## src/core/io_pm_pkg.sv

```systemverilog
/*
 * Shared constants and types of the IO and power management register:
 * register indices, field positions, reset value, regulator codes, modes,
 * the regulator tracking states and the state struct of the top module.
 * Assumes a single 125 MHz clock and AHB-Lite with 32-bit data.
 */
package io_pm_pkg;

    // ========================================================================
    // register map
    // printed offsets are not word aligned: they are indices, byte address x4
    localparam logic [7:0]  IDX_BASE     = 8'h39;
    localparam logic [7:0]  IDX_SET      = 8'h3A;
    localparam logic [7:0]  IDX_CLR      = 8'h3B;
    localparam logic [7:0]  IDX_NONE     = 8'h00;
    localparam logic [7:0]  RESET_VAL    = 8'h04;
    localparam logic [7:0]  WR_MASK      = 8'hFE;
    localparam int          BIT_RSVD     = 0;
    localparam int          BIT_SWAP     = 1;
    localparam int          UART_LVL_LO  = 2;
    localparam int          POS_PULL     = 4;
    localparam int          NEG_PULL     = 5;
    localparam int          USB_LVL_LO   = 6;

    // ========================================================================
    // regulator output codes
    localparam logic [1:0]  LVL_3V3      = 2'h0;
    localparam logic [1:0]  LVL_3V0      = 2'h1;
    localparam logic [1:0]  LVL_2V75     = 2'h2;
    localparam logic [1:0]  LVL_2V5      = 2'h3;

    // ========================================================================
    // bus constants
    localparam logic [1:0]  HTRANS_IDLE  = 2'h0;
    localparam logic [1:0]  HTRANS_NSEQ  = 2'h2;
    localparam logic        HRESP_OKAY   = 1'h0;

    // ========================================================================
    // modes and states
    typedef enum logic [4:0] {
        MODE_SYNC   = 5'h01,
        MODE_SERIAL = 5'h02,
        MODE_LOWPWR = 5'h04,
        MODE_UART   = 5'h08,
        MODE_AUDIO  = 5'h10
    } phy_mode_e;

    typedef enum logic [3:0] {
        RS_USB       = 4'h1,
        RS_UART_WAIT = 4'h2,
        RS_UART      = 4'h4,
        RS_AUDIO     = 4'h8
    } reg_state_e;

    typedef struct packed {
        logic posOut;
        logic posOe;
        logic negOut;
        logic negOe;
    } pin_drive_s;

    typedef struct packed {
        logic pos;
        logic neg;
    } line_pair_s;

    typedef struct packed {
        logic [7:0]  regQ;
        logic        phValid;
        logic        phWrite;
        logic [7:0]  phIdx;
        logic [31:0] rdata;
        reg_state_e  regState;
        logic [1:0]  level;
        pin_drive_s  pins;
        line_pair_s  rx;
        logic        posPull;
        logic        negPull;
    } io_pm_state_s;

    localparam io_pm_state_s STATE_RESET = '{
        regQ: RESET_VAL, phValid: 1'b0, phWrite: 1'b0, phIdx: IDX_NONE,
        rdata: 32'h0, regState: RS_USB, level: LVL_3V3, pins: '0, rx: '0,
        posPull: 1'b0, negPull: 1'b0};

    // byte address of a register index
    function automatic logic [31:0] regAddr(input logic [7:0] idx);
        regAddr = {22'h0, idx, 2'h0};
    endfunction

endpackage

```

## src/core/line_router.sv

```systemverilog
/*
 * Routing of the two data-line pins between the USB transceiver, the UART
 * and the audio path, with the optional exchange of the two lines.
 * Assumes the caller registers the results; purely combinational.
 */
module line_router
    import io_pm_pkg::*;
(
    input  wire logic       swap,
    input  wire logic       uartMode,
    input  wire logic       audioMode,
    input  wire pin_drive_s usbDrv,
    input  wire pin_drive_s uartDrv,
    input  wire pin_drive_s audioDrv,
    input  wire line_pair_s pinIn,
    output pin_drive_s      pinDrv,
    output line_pair_s      rxLines
);

    pin_drive_s src;

    always_comb begin
        src = uartMode ? uartDrv : usbDrv;
        if (audioMode) begin
            pinDrv = audioDrv;
        end else if (swap) begin
            pinDrv = '{posOut: src.negOut, posOe: src.negOe,
                       negOut: src.posOut, negOe: src.posOe};
        end else begin
            pinDrv = src;
        end
        if (swap && !audioMode) begin
            rxLines = '{pos: pinIn.neg, neg: pinIn.pos};
        end else begin
            rxLines = pinIn;
        end
    end

endmodule

```

## src/core/regulator_level_mux.sv

```systemverilog
/*
 * Selects the regulator output code from the tracking state.
 * Assumes the caller supplies the held code for the waiting state.
 */
module regulator_level_mux
    import io_pm_pkg::*;
(
    input  wire reg_state_e state,
    input  wire logic [1:0] usbLevel,
    input  wire logic [1:0] uartLevel,
    input  wire logic [1:0] heldLevel,
    output logic [1:0]      level
);

    always_comb begin
        case (state)
            RS_USB:       level = usbLevel;
            RS_UART:      level = uartLevel;
            RS_UART_WAIT: level = heldLevel;
            RS_AUDIO:     level = LVL_3V3;
            default:      level = LVL_3V3;
        endcase
    end

endmodule

```

## src/core/usb_io_power_control_reg.sv

```systemverilog
/*
 * IO and power management register of the transceiver, reached over an
 * AHB-Lite slave, driving the data-line routing, the charger pull-ups and
 * the regulator output code.
 * Assumes it is the only slave on the bus, mode and driver inputs are
 * synchronous to ref_clk, and the analog parts sit outside.
 */
// How it works
// - read all three, write base, set, clear
// - swap bit exchanges the two data pins
// - swap also applies to UART routing
// - audio pins ignore the swap bit
// - UART level field, reset 01, four codes
// - UART level applied once transmit enable seen
// - audio mode holds regulator at 3.3V
// - bits 4 and 5 enable line pull-ups
// - UART mode forces both pull-ups on
// - USB level field used in USB modes
module usb_io_power_control_reg
    import io_pm_pkg::*;
(
    input  wire logic        ref_clk,
    input  wire logic        rst_b,
    input  wire logic        hsel,
    input  wire logic [31:0] haddr,
    input  wire logic [1:0]  htrans,
    input  wire logic        hwrite,
    input  wire logic [2:0]  hsize,
    input  wire logic [31:0] hwdata,
    input  wire logic        hready,
    output logic             hreadyout,
    output logic             hresp,
    output logic [31:0]      hrdata,
    input  wire phy_mode_e   phyMode,
    input  wire logic        uartTransmitEnable,
    input  wire pin_drive_s  usbDrv,
    input  wire pin_drive_s  uartDrv,
    input  wire pin_drive_s  audioDrv,
    input  wire line_pair_s  pinIn,
    output pin_drive_s       pinDrv,
    output line_pair_s       rxLines,
    output logic             posLinePullupEnable,
    output logic             negLinePullupEnable,
    output logic [1:0]       regulatedSupplyLevel
);

    // ========================================================================
    // state
    io_pm_state_s st;
    io_pm_state_s nx;
    logic [7:0]   wrByte;
    logic [7:0]   hitIdx;
    logic         take;
    logic         usbMode;
    logic         uartMode;
    logic         audioMode;
    logic [1:0]   levelD;
    pin_drive_s   pinsD;
    line_pair_s   rxD;

    assign usbMode   = (phyMode == MODE_SYNC) || (phyMode == MODE_SERIAL)
                    || (phyMode == MODE_LOWPWR);
    assign uartMode  = (phyMode == MODE_UART);
    assign audioMode = (phyMode == MODE_AUDIO);

    // ========================================================================
    // helpers
    regulator_level_mux u_level (
        .state     (nx.regState),
        .usbLevel  (nx.regQ[USB_LVL_LO +: 2]),
        .uartLevel (nx.regQ[UART_LVL_LO +: 2]),
        .heldLevel (st.level),
        .level     (levelD)
    );

    // swap is taken from the stored bit so a write lands on the pins one
    // cycle after it lands in the register
    line_router u_router (
        .swap      (st.regQ[BIT_SWAP]),
        .uartMode  (uartMode),
        .audioMode (audioMode),
        .usbDrv    (usbDrv),
        .uartDrv   (uartDrv),
        .audioDrv  (audioDrv),
        .pinIn     (pinIn),
        .pinDrv    (pinsD),
        .rxLines   (rxD)
    );

    // ========================================================================
    // next state
    always_comb begin
        nx     = st;
        wrByte = hwdata[7:0] & WR_MASK;
        take   = hsel && hready && htrans[1];
        if (haddr == regAddr(IDX_BASE)) begin
            hitIdx = IDX_BASE;
        end else if (haddr == regAddr(IDX_SET)) begin
            hitIdx = IDX_SET;
        end else if (haddr == regAddr(IDX_CLR)) begin
            hitIdx = IDX_CLR;
        end else begin
            hitIdx = IDX_NONE;
        end

        // data phase of a write
        if (st.phValid && st.phWrite) begin
            case (st.phIdx)
                IDX_BASE: nx.regQ = wrByte;
                IDX_SET:  nx.regQ = st.regQ | wrByte;
                IDX_CLR:  nx.regQ = st.regQ & ~wrByte;
                default:  nx.regQ = st.regQ;
            endcase
        end
        nx.regQ[BIT_RSVD] = 1'b0;

        // address phase; read data reflect a write in its data phase
        nx.phValid = take;
        nx.phWrite = hwrite;
        nx.phIdx   = take ? hitIdx : IDX_NONE;
        if (take && !hwrite && hitIdx != IDX_NONE) begin
            nx.rdata = {24'h0, nx.regQ};
        end else begin
            nx.rdata = 32'h0;
        end

        // regulator tracking; a mode outside the list counts as USB
        if (audioMode) begin
            nx.regState = RS_AUDIO;
        end else if (uartMode) begin
            case (st.regState)
                RS_UART:      nx.regState = RS_UART;
                RS_USB,
                RS_UART_WAIT,
                RS_AUDIO:     nx.regState = uartTransmitEnable ? RS_UART
                                                               : RS_UART_WAIT;
                default:      nx.regState = RS_UART_WAIT;
            endcase
        end else begin
            nx.regState = RS_USB;
        end
        nx.level = levelD;

        // pins and pull-ups
        nx.pins    = pinsD;
        nx.rx      = rxD;
        nx.posPull = nx.regQ[POS_PULL] | uartMode;
        nx.negPull = nx.regQ[NEG_PULL] | uartMode;
    end

    always_ff @(posedge ref_clk or negedge rst_b) begin
        if (!rst_b) begin
            st <= STATE_RESET;
        end else begin
            st <= nx;
        end
    end

    // ========================================================================
    // outputs
    // zero wait states: the register is always ready
    assign hreadyout            = 1'b1;
    assign hresp                = HRESP_OKAY;
    assign hrdata               = st.rdata;
    assign pinDrv               = st.pins;
    assign rxLines              = st.rx;
    assign posLinePullupEnable  = st.posPull;
    assign negLinePullupEnable  = st.negPull;
    assign regulatedSupplyLevel = st.level;
endmodule

```

## config.mk

```make
export PLATFORM = sky130hd
export DESIGN_NAME = usb_io_power_control_reg
export DESIGN_NICKNAME = d
export VERILOG_FILES = /design/src/core/io_pm_pkg.sv /design/src/core/line_router.sv /design/src/core/regulator_level_mux.sv /design/src/core/usb_io_power_control_reg.sv
export SDC_FILE = /design/constraint.sdc
export NUM_CORES = 1
export LEC_CHECK = 0
export BUFFER_PORTS_ARGS = -buffer_cell sky130_fd_sc_hd__buf_4
export CORE_MARGIN = 10
export CORE_UTILIZATION = 44
export CTS_CLUSTER_SIZE = 24
export DETAILED_ROUTE_END_ITERATION = 8
export PLACE_DENSITY = 0.95
export SKIP_CTS_REPAIR_TIMING = 1
export SYNTH_ARGS = -nofsm -noshare
export SYNTH_HDL_FRONTEND = slang
export SYNTH_SLANG_ARGS = --single-unit
```

## constraint.sdc

```tcl
create_clock -name ref_clk -period 4.9 [get_ports ref_clk]
set_clock_uncertainty 0.1 [all_clocks]
set_input_delay 0.98 -clock ref_clk [delete_from_list [all_inputs] [get_ports ref_clk]]
set_output_delay 0.98 -clock ref_clk [all_outputs]
set_load 0.01 [all_outputs]
```

==> results of run 1 <==
[synthesized netlist by cell type, types with 5 or more instances]
master	count	area share, %
buf_4	42	16
dfrtp_1	31	41
inv_1	9	1.8
mux2_2	6	3.5
nand2_1	6	1.2
nand2b_1	5	1.6
nand3_1	5	1.3
nor2_1	5	0.98
o21a_1	5	2.0
[power by group through the flow]
stage                     Sequential [uW]  Combinational [uW]  Clock [uW]
after floorplan                       284                45.2           0
after global placement                284                78.4           0
after detailed placement              284                80.9           0
after CTS                             279                81.0         205
after global routing                  279                88.7         215
final                                 279                81.0         199
[cell families (layout without fill, tap and decap cells)]
logic type,after synthesis,count (layout)
compound gates,25,25
other cells,2,27
buf+inv,55,97
mux,10,10
xor+xnor,2,2
simple gates,53,53
flops,33,33
[worst max-delay path, stage by stage]
cell and delay [ns]:
buf_4 0.11, or3_4 0.39, nor2_2 0.36, mux4_2 0.55, mux2_2 0.28
[cell type report]
| cell class | instances | area share (%) |
|---|---|---|
| Inverter | 9 | 1.39 |
| Sequential cell | 33 | 34.2 |
| Tap cell | 50 | 2.58 |
| Multi-Input combinational cell | 117 | 33.2 |
| Timing Repair Buffer | 81 | 25.1 |
| Clock buffer | 7 | 3.56 |
[flip-flops by register name, indices dropped and copies added, names as in the netlist]
name	cells
hrdata	7
negLinePullupEnable	1
pinDrv	4
posLinePullupEnable	1
regulatedSupplyLevel	2
rxLines	2
st	16
[routing by layer]
metal  up-vias  global-route usage, %  wire length [um]
met5         -                      0                 0
met2        76                   23.5              2600
met4         0                   6.59               101
li1        699                      -                 -
met1       718                   10.5              1620
met3         9                   5.30               474
[how the worst max path moves through the flow]
stage                      endpoint  slack (ns)  cells past startpoint
after global routing      pinDrv[1]        2.19                      5
after detailed placement  pinDrv[3]        1.97                      5
after global placement    pinDrv[0]        2.01                      5
final                     pinDrv[0]        2.29                      5
after floorplan           pinDrv[0]        2.22                      4
after CTS                 pinDrv[1]        2.27                      5
[cell usage in the layout, fill, tap and decap left out, types with 2 or more instances in the layout]
| cell | instances |
|---|---|
| buf_4 | 81 |
| dfrtp_1 | 31 |
| conb_1 | 27 |
| inv_1 | 9 |
| nand2_1 | 6 |
| mux2_2 | 6 |
| clkbuf_8 | 6 |
| nand2b_1 | 5 |
| o21a_1 | 5 |
| nor2_1 | 5 |
| nand3_1 | 5 |
| nor4_1 | 4 |
| nor3_1 | 4 |
| and2_1 | 4 |
| a21oi_1 | 4 |
| mux4_2 | 4 |
| or2_2 | 3 |
| nor4_2 | 3 |
| nor3b_1 | 3 |
| o221ai_1 | 3 |
| o211ai_1 | 3 |
| a21o_1 | 2 |
| nand4_1 | 2 |
| o2111ai_1 | 2 |
| a32oi_1 | 2 |
| xnor2_1 | 2 |
| dfstp_2 | 2 |
[stage by stage]
stage	hold WS, ns	utilization (%)	instance area [um2]	cells
after global placement	0.458	56.8	2340	290
after CTS	0.497	58.9	2420	297
after detailed placement	0.488	56.8	2340	290
after global routing	0.521	58.9	2420	297
after floorplan	0.423	-	2010	205
final	0.495	58.9	2420	297
==> results.md, run 1 <==
* Final setup viols at 0
* Total core area at 0.00412 mm2
* Final nets at 341
* Max Cap Violations at 0
* Register area share after synthesis at 43.3%
* DRT Pass-1 Iters at 4
* Antenna violations before repair at 0
* Largest net degree at the start of global routing at 34
* Cell internal pwr at 434 uW
* H-tree Lvls at 2
* CP Class: input pin to flip-flop
* Die Y at 85.9 um
* Clock tree root driver cell: clkbuf_8
* Worst skew pair latency at 0.28 ns
* Initial drt markers at 108
* Overall global routing resource usage at 12.4%
* Main synth FF type: dfrtp_1
* FF-to-FF path depth at 4
* Comb power frac at 14.5%
* PwrDens at 231 mW/mm2
* RSZ-0062 raised after global routing: false
* Routed Antenna Nets at 0
* Starting Density at 46.5%
* Synthesized cell area at 0.00191 mm2
* Vias/cell at 5.06
* Top-Level Pins at 138
* Row Count at 23
* Clock Path Buffers at 2
* EDFF count, synth at 0
* Final period util at 53.3%
* Mux cell area share after synthesis at 8.25%
* DRC at 0
* R2r endpoint: regulatedSupplyLevel[1]
* Mean Syn Cell Area at 10.6 um2
* Crit path DAT at 2.68 ns
* Gp weighted congestion at 0.846
* Synth Area in Adders at 0%
* P&R area growth vs syn at 26.8%
* Post-synthesis simple-gate area fraction at 17.7%
* Hold Crit Endpoint: regulatedSupplyLevel[0]
* Lkg Pwr at 0.00123 uW
* Setup TNS at 0 ns
* Critical Path RT at 4.96 ns
* Detailed Route WL at 4800 um
* First-pass GRT wire length at 7420 um
* Worst slew pin tran at 0.843 ns
* Crit path time final at 2.61 ns
* Worst min-delay path class: flip-flop to flip-flop
* Port bufs at 81
* Fillers at 354
* Synth cell types at 42
* Synth async-reset ratio at 100%
* Multi-input gate area at 805 um2
* Synth Register Bits at 33
* Slew Viols, Final at 0
* Achievable Freq at 383 MHz
* Post-synthesis compound-gate area fraction at 9.88%
* Die area at 0.00738 mm2
* Post-route setup slack at 2.29 ns
* Hold path depth at 2
* Die W at 85.9 um
* HP Start: regulatedSupplyLevel[0]
* Tot Pwr at 559 uW
* Global route total overflow at 0
* Rel. slew slack at 42.3%
* Clock network power share at 35.6%
* Crit end category: flip-flop
* Dpl hpwl at 4110 um
* Switching Share at 22.4%
* Syn Inst Count at 180
* Final hold violations at 0
* DP Worst Slack at 1.97 ns
* Reg2reg start: st[10]
* CTS tree: yes
* Main combinational cell family by area after synthesis: buffers and inverters
* Reg-to-reg slack, setup at 2.86 ns
* Sequential Area at 828 um2
* Yosys warns at 0
* Clock Sinks at 33
* Via count at 1502
* CP max FO at 7
* Clk slew on worst S/H paths at 0.06 ns
* Share of cells above drive strength 1 at 43.7%
* Critical Path Start: phyMode[1]
* Antenna diodes at 0
* CP startpoint kind: input pin
* Num CTS Buffers at 5
* Seq pwr share at 49.9%
* Sw power at 125 uW
* Xor/xnor share of the synthesized area at 0.916%
* Worst IR Drop VDD at 92.4 uV
* Routed len/inst at 16.2 um
* Vias in the first global route at 1761
* Status: finished, final reports clean
Power figures use the tool's default switching activity.
==> run 2, diff against run 1 <==
- ABC_AREA: unset -> 1
- CORE_UTILIZATION: 44 -> 37
- PLACE_DENSITY: 0.95 -> 0.87
- clock period: 4.9 -> 2.1 ns (I/O delays scaled with it)
==> run 2 against run 1 <==
  * Non-clock buffer count rose by 1
  * Clock-buffer cell count fell by 1
  * Clock power rose by 120%
  * Worst setup slack got worse by 1.6 ns
  * Largest cell class unchanged
==> results.md, run 2 <==
* Status: finished, final reports clean
* Die W at 93.0 um
* Register area share after synthesis at 42.1%
* Max incr delay on CP at 0.46 ns
* First-pass GRT wire length at 7910 um
* Clock Sinks at 33
* P&R area growth vs syn at 28.2%
* Crit end category: flip-flop
* Comb power frac at 15.1%
* Clock Path Buffers at 2
* Crit path DAT at 1.46 ns
* Main synth FF type: dfrtp_1
* Slew Viols, Final at 0
* Syn Inst Count at 257
* Dpl hpwl at 4220 um
* Final period util at 67.1%
* Gp weighted congestion at 0.783
* Row Count at 26
* Die Y at 93.0 um
* PwrDens at 511 mW/mm2
* Worst skew pair latency at 0.28 ns
* FF-to-FF path depth at 5
* Total core area at 0.00514 mm2
* Worst IR Drop VDD at 255 uV
* Synth async-reset ratio at 100%
* Clock network power share at 34.4%
* Vias in the first global route at 1933
* Max Cap Violations at 0
* Port bufs at 81
* Crit path time final at 1.41 ns
* Synth Register Bits at 33
* DRT Pass-1 Iters at 4
* Reg2reg start: st[46]
* Placed insts at 390
* Top cell type's share of synthesized area at 39.4%
* Area contributors post-synth: dfrtp_1 39%, buf_4 16%, nand2_1 12%
* Starting Density at 38.3%
* Largest register FFs at 16
* Setup TNS at 0 ns
* Most instantiated library cell after synthesis: nand2_1
* CP max FO at 7
* Worst path cell trace: nand2_2 > nand2_2 > nand2_2 > a22oi_1 > nand2_1
* Hold Crit Endpoint: st[54]
* Most common cell after layout, fill and taps aside: buf_4
* Largest net degree at the start of global routing at 34
* Global route total overflow at 0
* Reg-to-reg slack, setup at 0.69 ns
* Via count at 1718
* Lkg Pwr at 0.00144 uW
* Synth cell types at 27
* CP startpoint kind: flip-flop
* Cell internal pwr at 980 uW
* Sw power at 311 uW
* Final setup viols at 0
* CTS tree: yes
* RSZ-0062 raised after global routing: false
* Vias/cell at 4.31
* Routed len/inst at 12.4 um
* Overall global routing resource usage at 11.2%
* Worst min-delay path class: input pin to flip-flop
* Mean Syn Cell Area at 7.66 um2
* Clk slew on worst S/H paths at 0.06 ns
* Final nets at 422
* EDFF count, synth at 0
* Layout Cells excl Fill at 399
* Critical Path RT at 2.15 ns
* Hold path depth at 1
* Switching Share at 24.1%
* Final hold violations at 0
* Seq pwr share at 50.5%
* Achievable Freq at 710 MHz
* CP Class: flip-flop to flip-flop
* DRC at 0
* HP Start: hwrite
* Antenna diodes at 0
* R2r endpoint: posLinePullupEnable
* Share of cells above drive strength 1 at 33.7%
* Num CTS Buffers at 5
* Die area at 0.00864 mm2
* Biggest register: st
* Yosys warns at 0
* Most numerous cell on the critical path: nand2_2
* Dominant cell type by area after synthesis: dfrtp_1
* Critical-path top delay cell: dfrtp_1
* Clock tree root driver cell: clkbuf_8
* Top-Level Pins at 138
* Most frequent cells in the layout: 81 x buf_4, 62 x nand2_1, 35 x nor2_1, 31 x dfrtp_1, 27 x conb_1
* Detailed Route WL at 4930 um
* Synthesized cell area at 0.00197 mm2
* Antenna violations before repair at 0
* Initial drt markers at 68
* Synth cell count leaders: 62 x nand2_1, 42 x buf_4, 35 x nor2_1
* Routed Antenna Nets at 0
* H-tree Lvls at 2
==> run 2: how the worst max path moves through the flow <==
stage | slack (ns) | startpoint | cells past startpoint | end
floorplan | 0.78 | phyMode[1] | 7 | pinDrv[0]
global placement | 0.55 | haddr[23] | 10 | hrdata[1]
detailed placement | 0.50 | haddr[1] | 10 | hrdata[1]
CTS | 0.70 | st[46] | 5 | posLinePullupEnable
global route | 0.58 | st[46] | 7 | hrdata[1]
finish | 0.69 | st[46] | 5 | posLinePullupEnable
==> run 2: cells by family after synthesis <==
logic type / Yosys count / share of synthesized area [%]
flops: 33 / 42.1
compound gates: 22 / 7.05
simple gates: 129 / 28.6
other cells: 2 / 0.381
buf+inv: 71 / 21.9
==> run 2: per-stage QoR <==
stage | setup slack (ns) | util [%] | cell area (um2) | total power (uW) | hold WS (ns)
final | 0.692 | 49.1 | 2520 | 1290 | 0.154
after global routing | 0.582 | 49.1 | 2520 | 1350 | 0.144
after CTS | 0.699 | 48.9 | 2510 | 1300 | -0.0272
after detailed placement | 0.497 | 47.3 | 2430 | 857 | 0.276
after global placement | 0.550 | 47.3 | 2430 | 850 | 0.275
after floorplan | 0.780 | - | 2060 | 776 | 0.0244
==> run 2: power groups by stage <==
stage / sequential [uW] / combinational, uW / clock [uW]
global route: 653 / 218 / 483
CTS: 652 / 193 / 455
floorplan: 663 / 113 / 0
detailed placement: 664 / 193 / 0
global placement: 663 / 187 / 0
finish: 652 / 195 / 444
==> run 2: metal layers <==
metal  part of all wire (%)  track usage [%]
met3                    9.4             4.44
met4                    2.0             5.40
met2                     53             20.3
met1                     36             10.8
met5                      0                0
==> run 2: layout make-up <==
cell class	count	area [um2]
repair buffers	82	618
clock inverters	2	10.0
multi-input cells	178	803
flip-flops and latches	33	828
well taps	70	87.6
fillers	533	2620
inverters	28	105
clock buffers	6	72.6
==> run 2: worst max-delay path, delay by kind of cell (launching register included) <==
kind               cells  cell delay, ns
DFF                    1            0.46
and+or+nand+nor        4            0.39
AOI/OAI and AO/OA      1            0.33
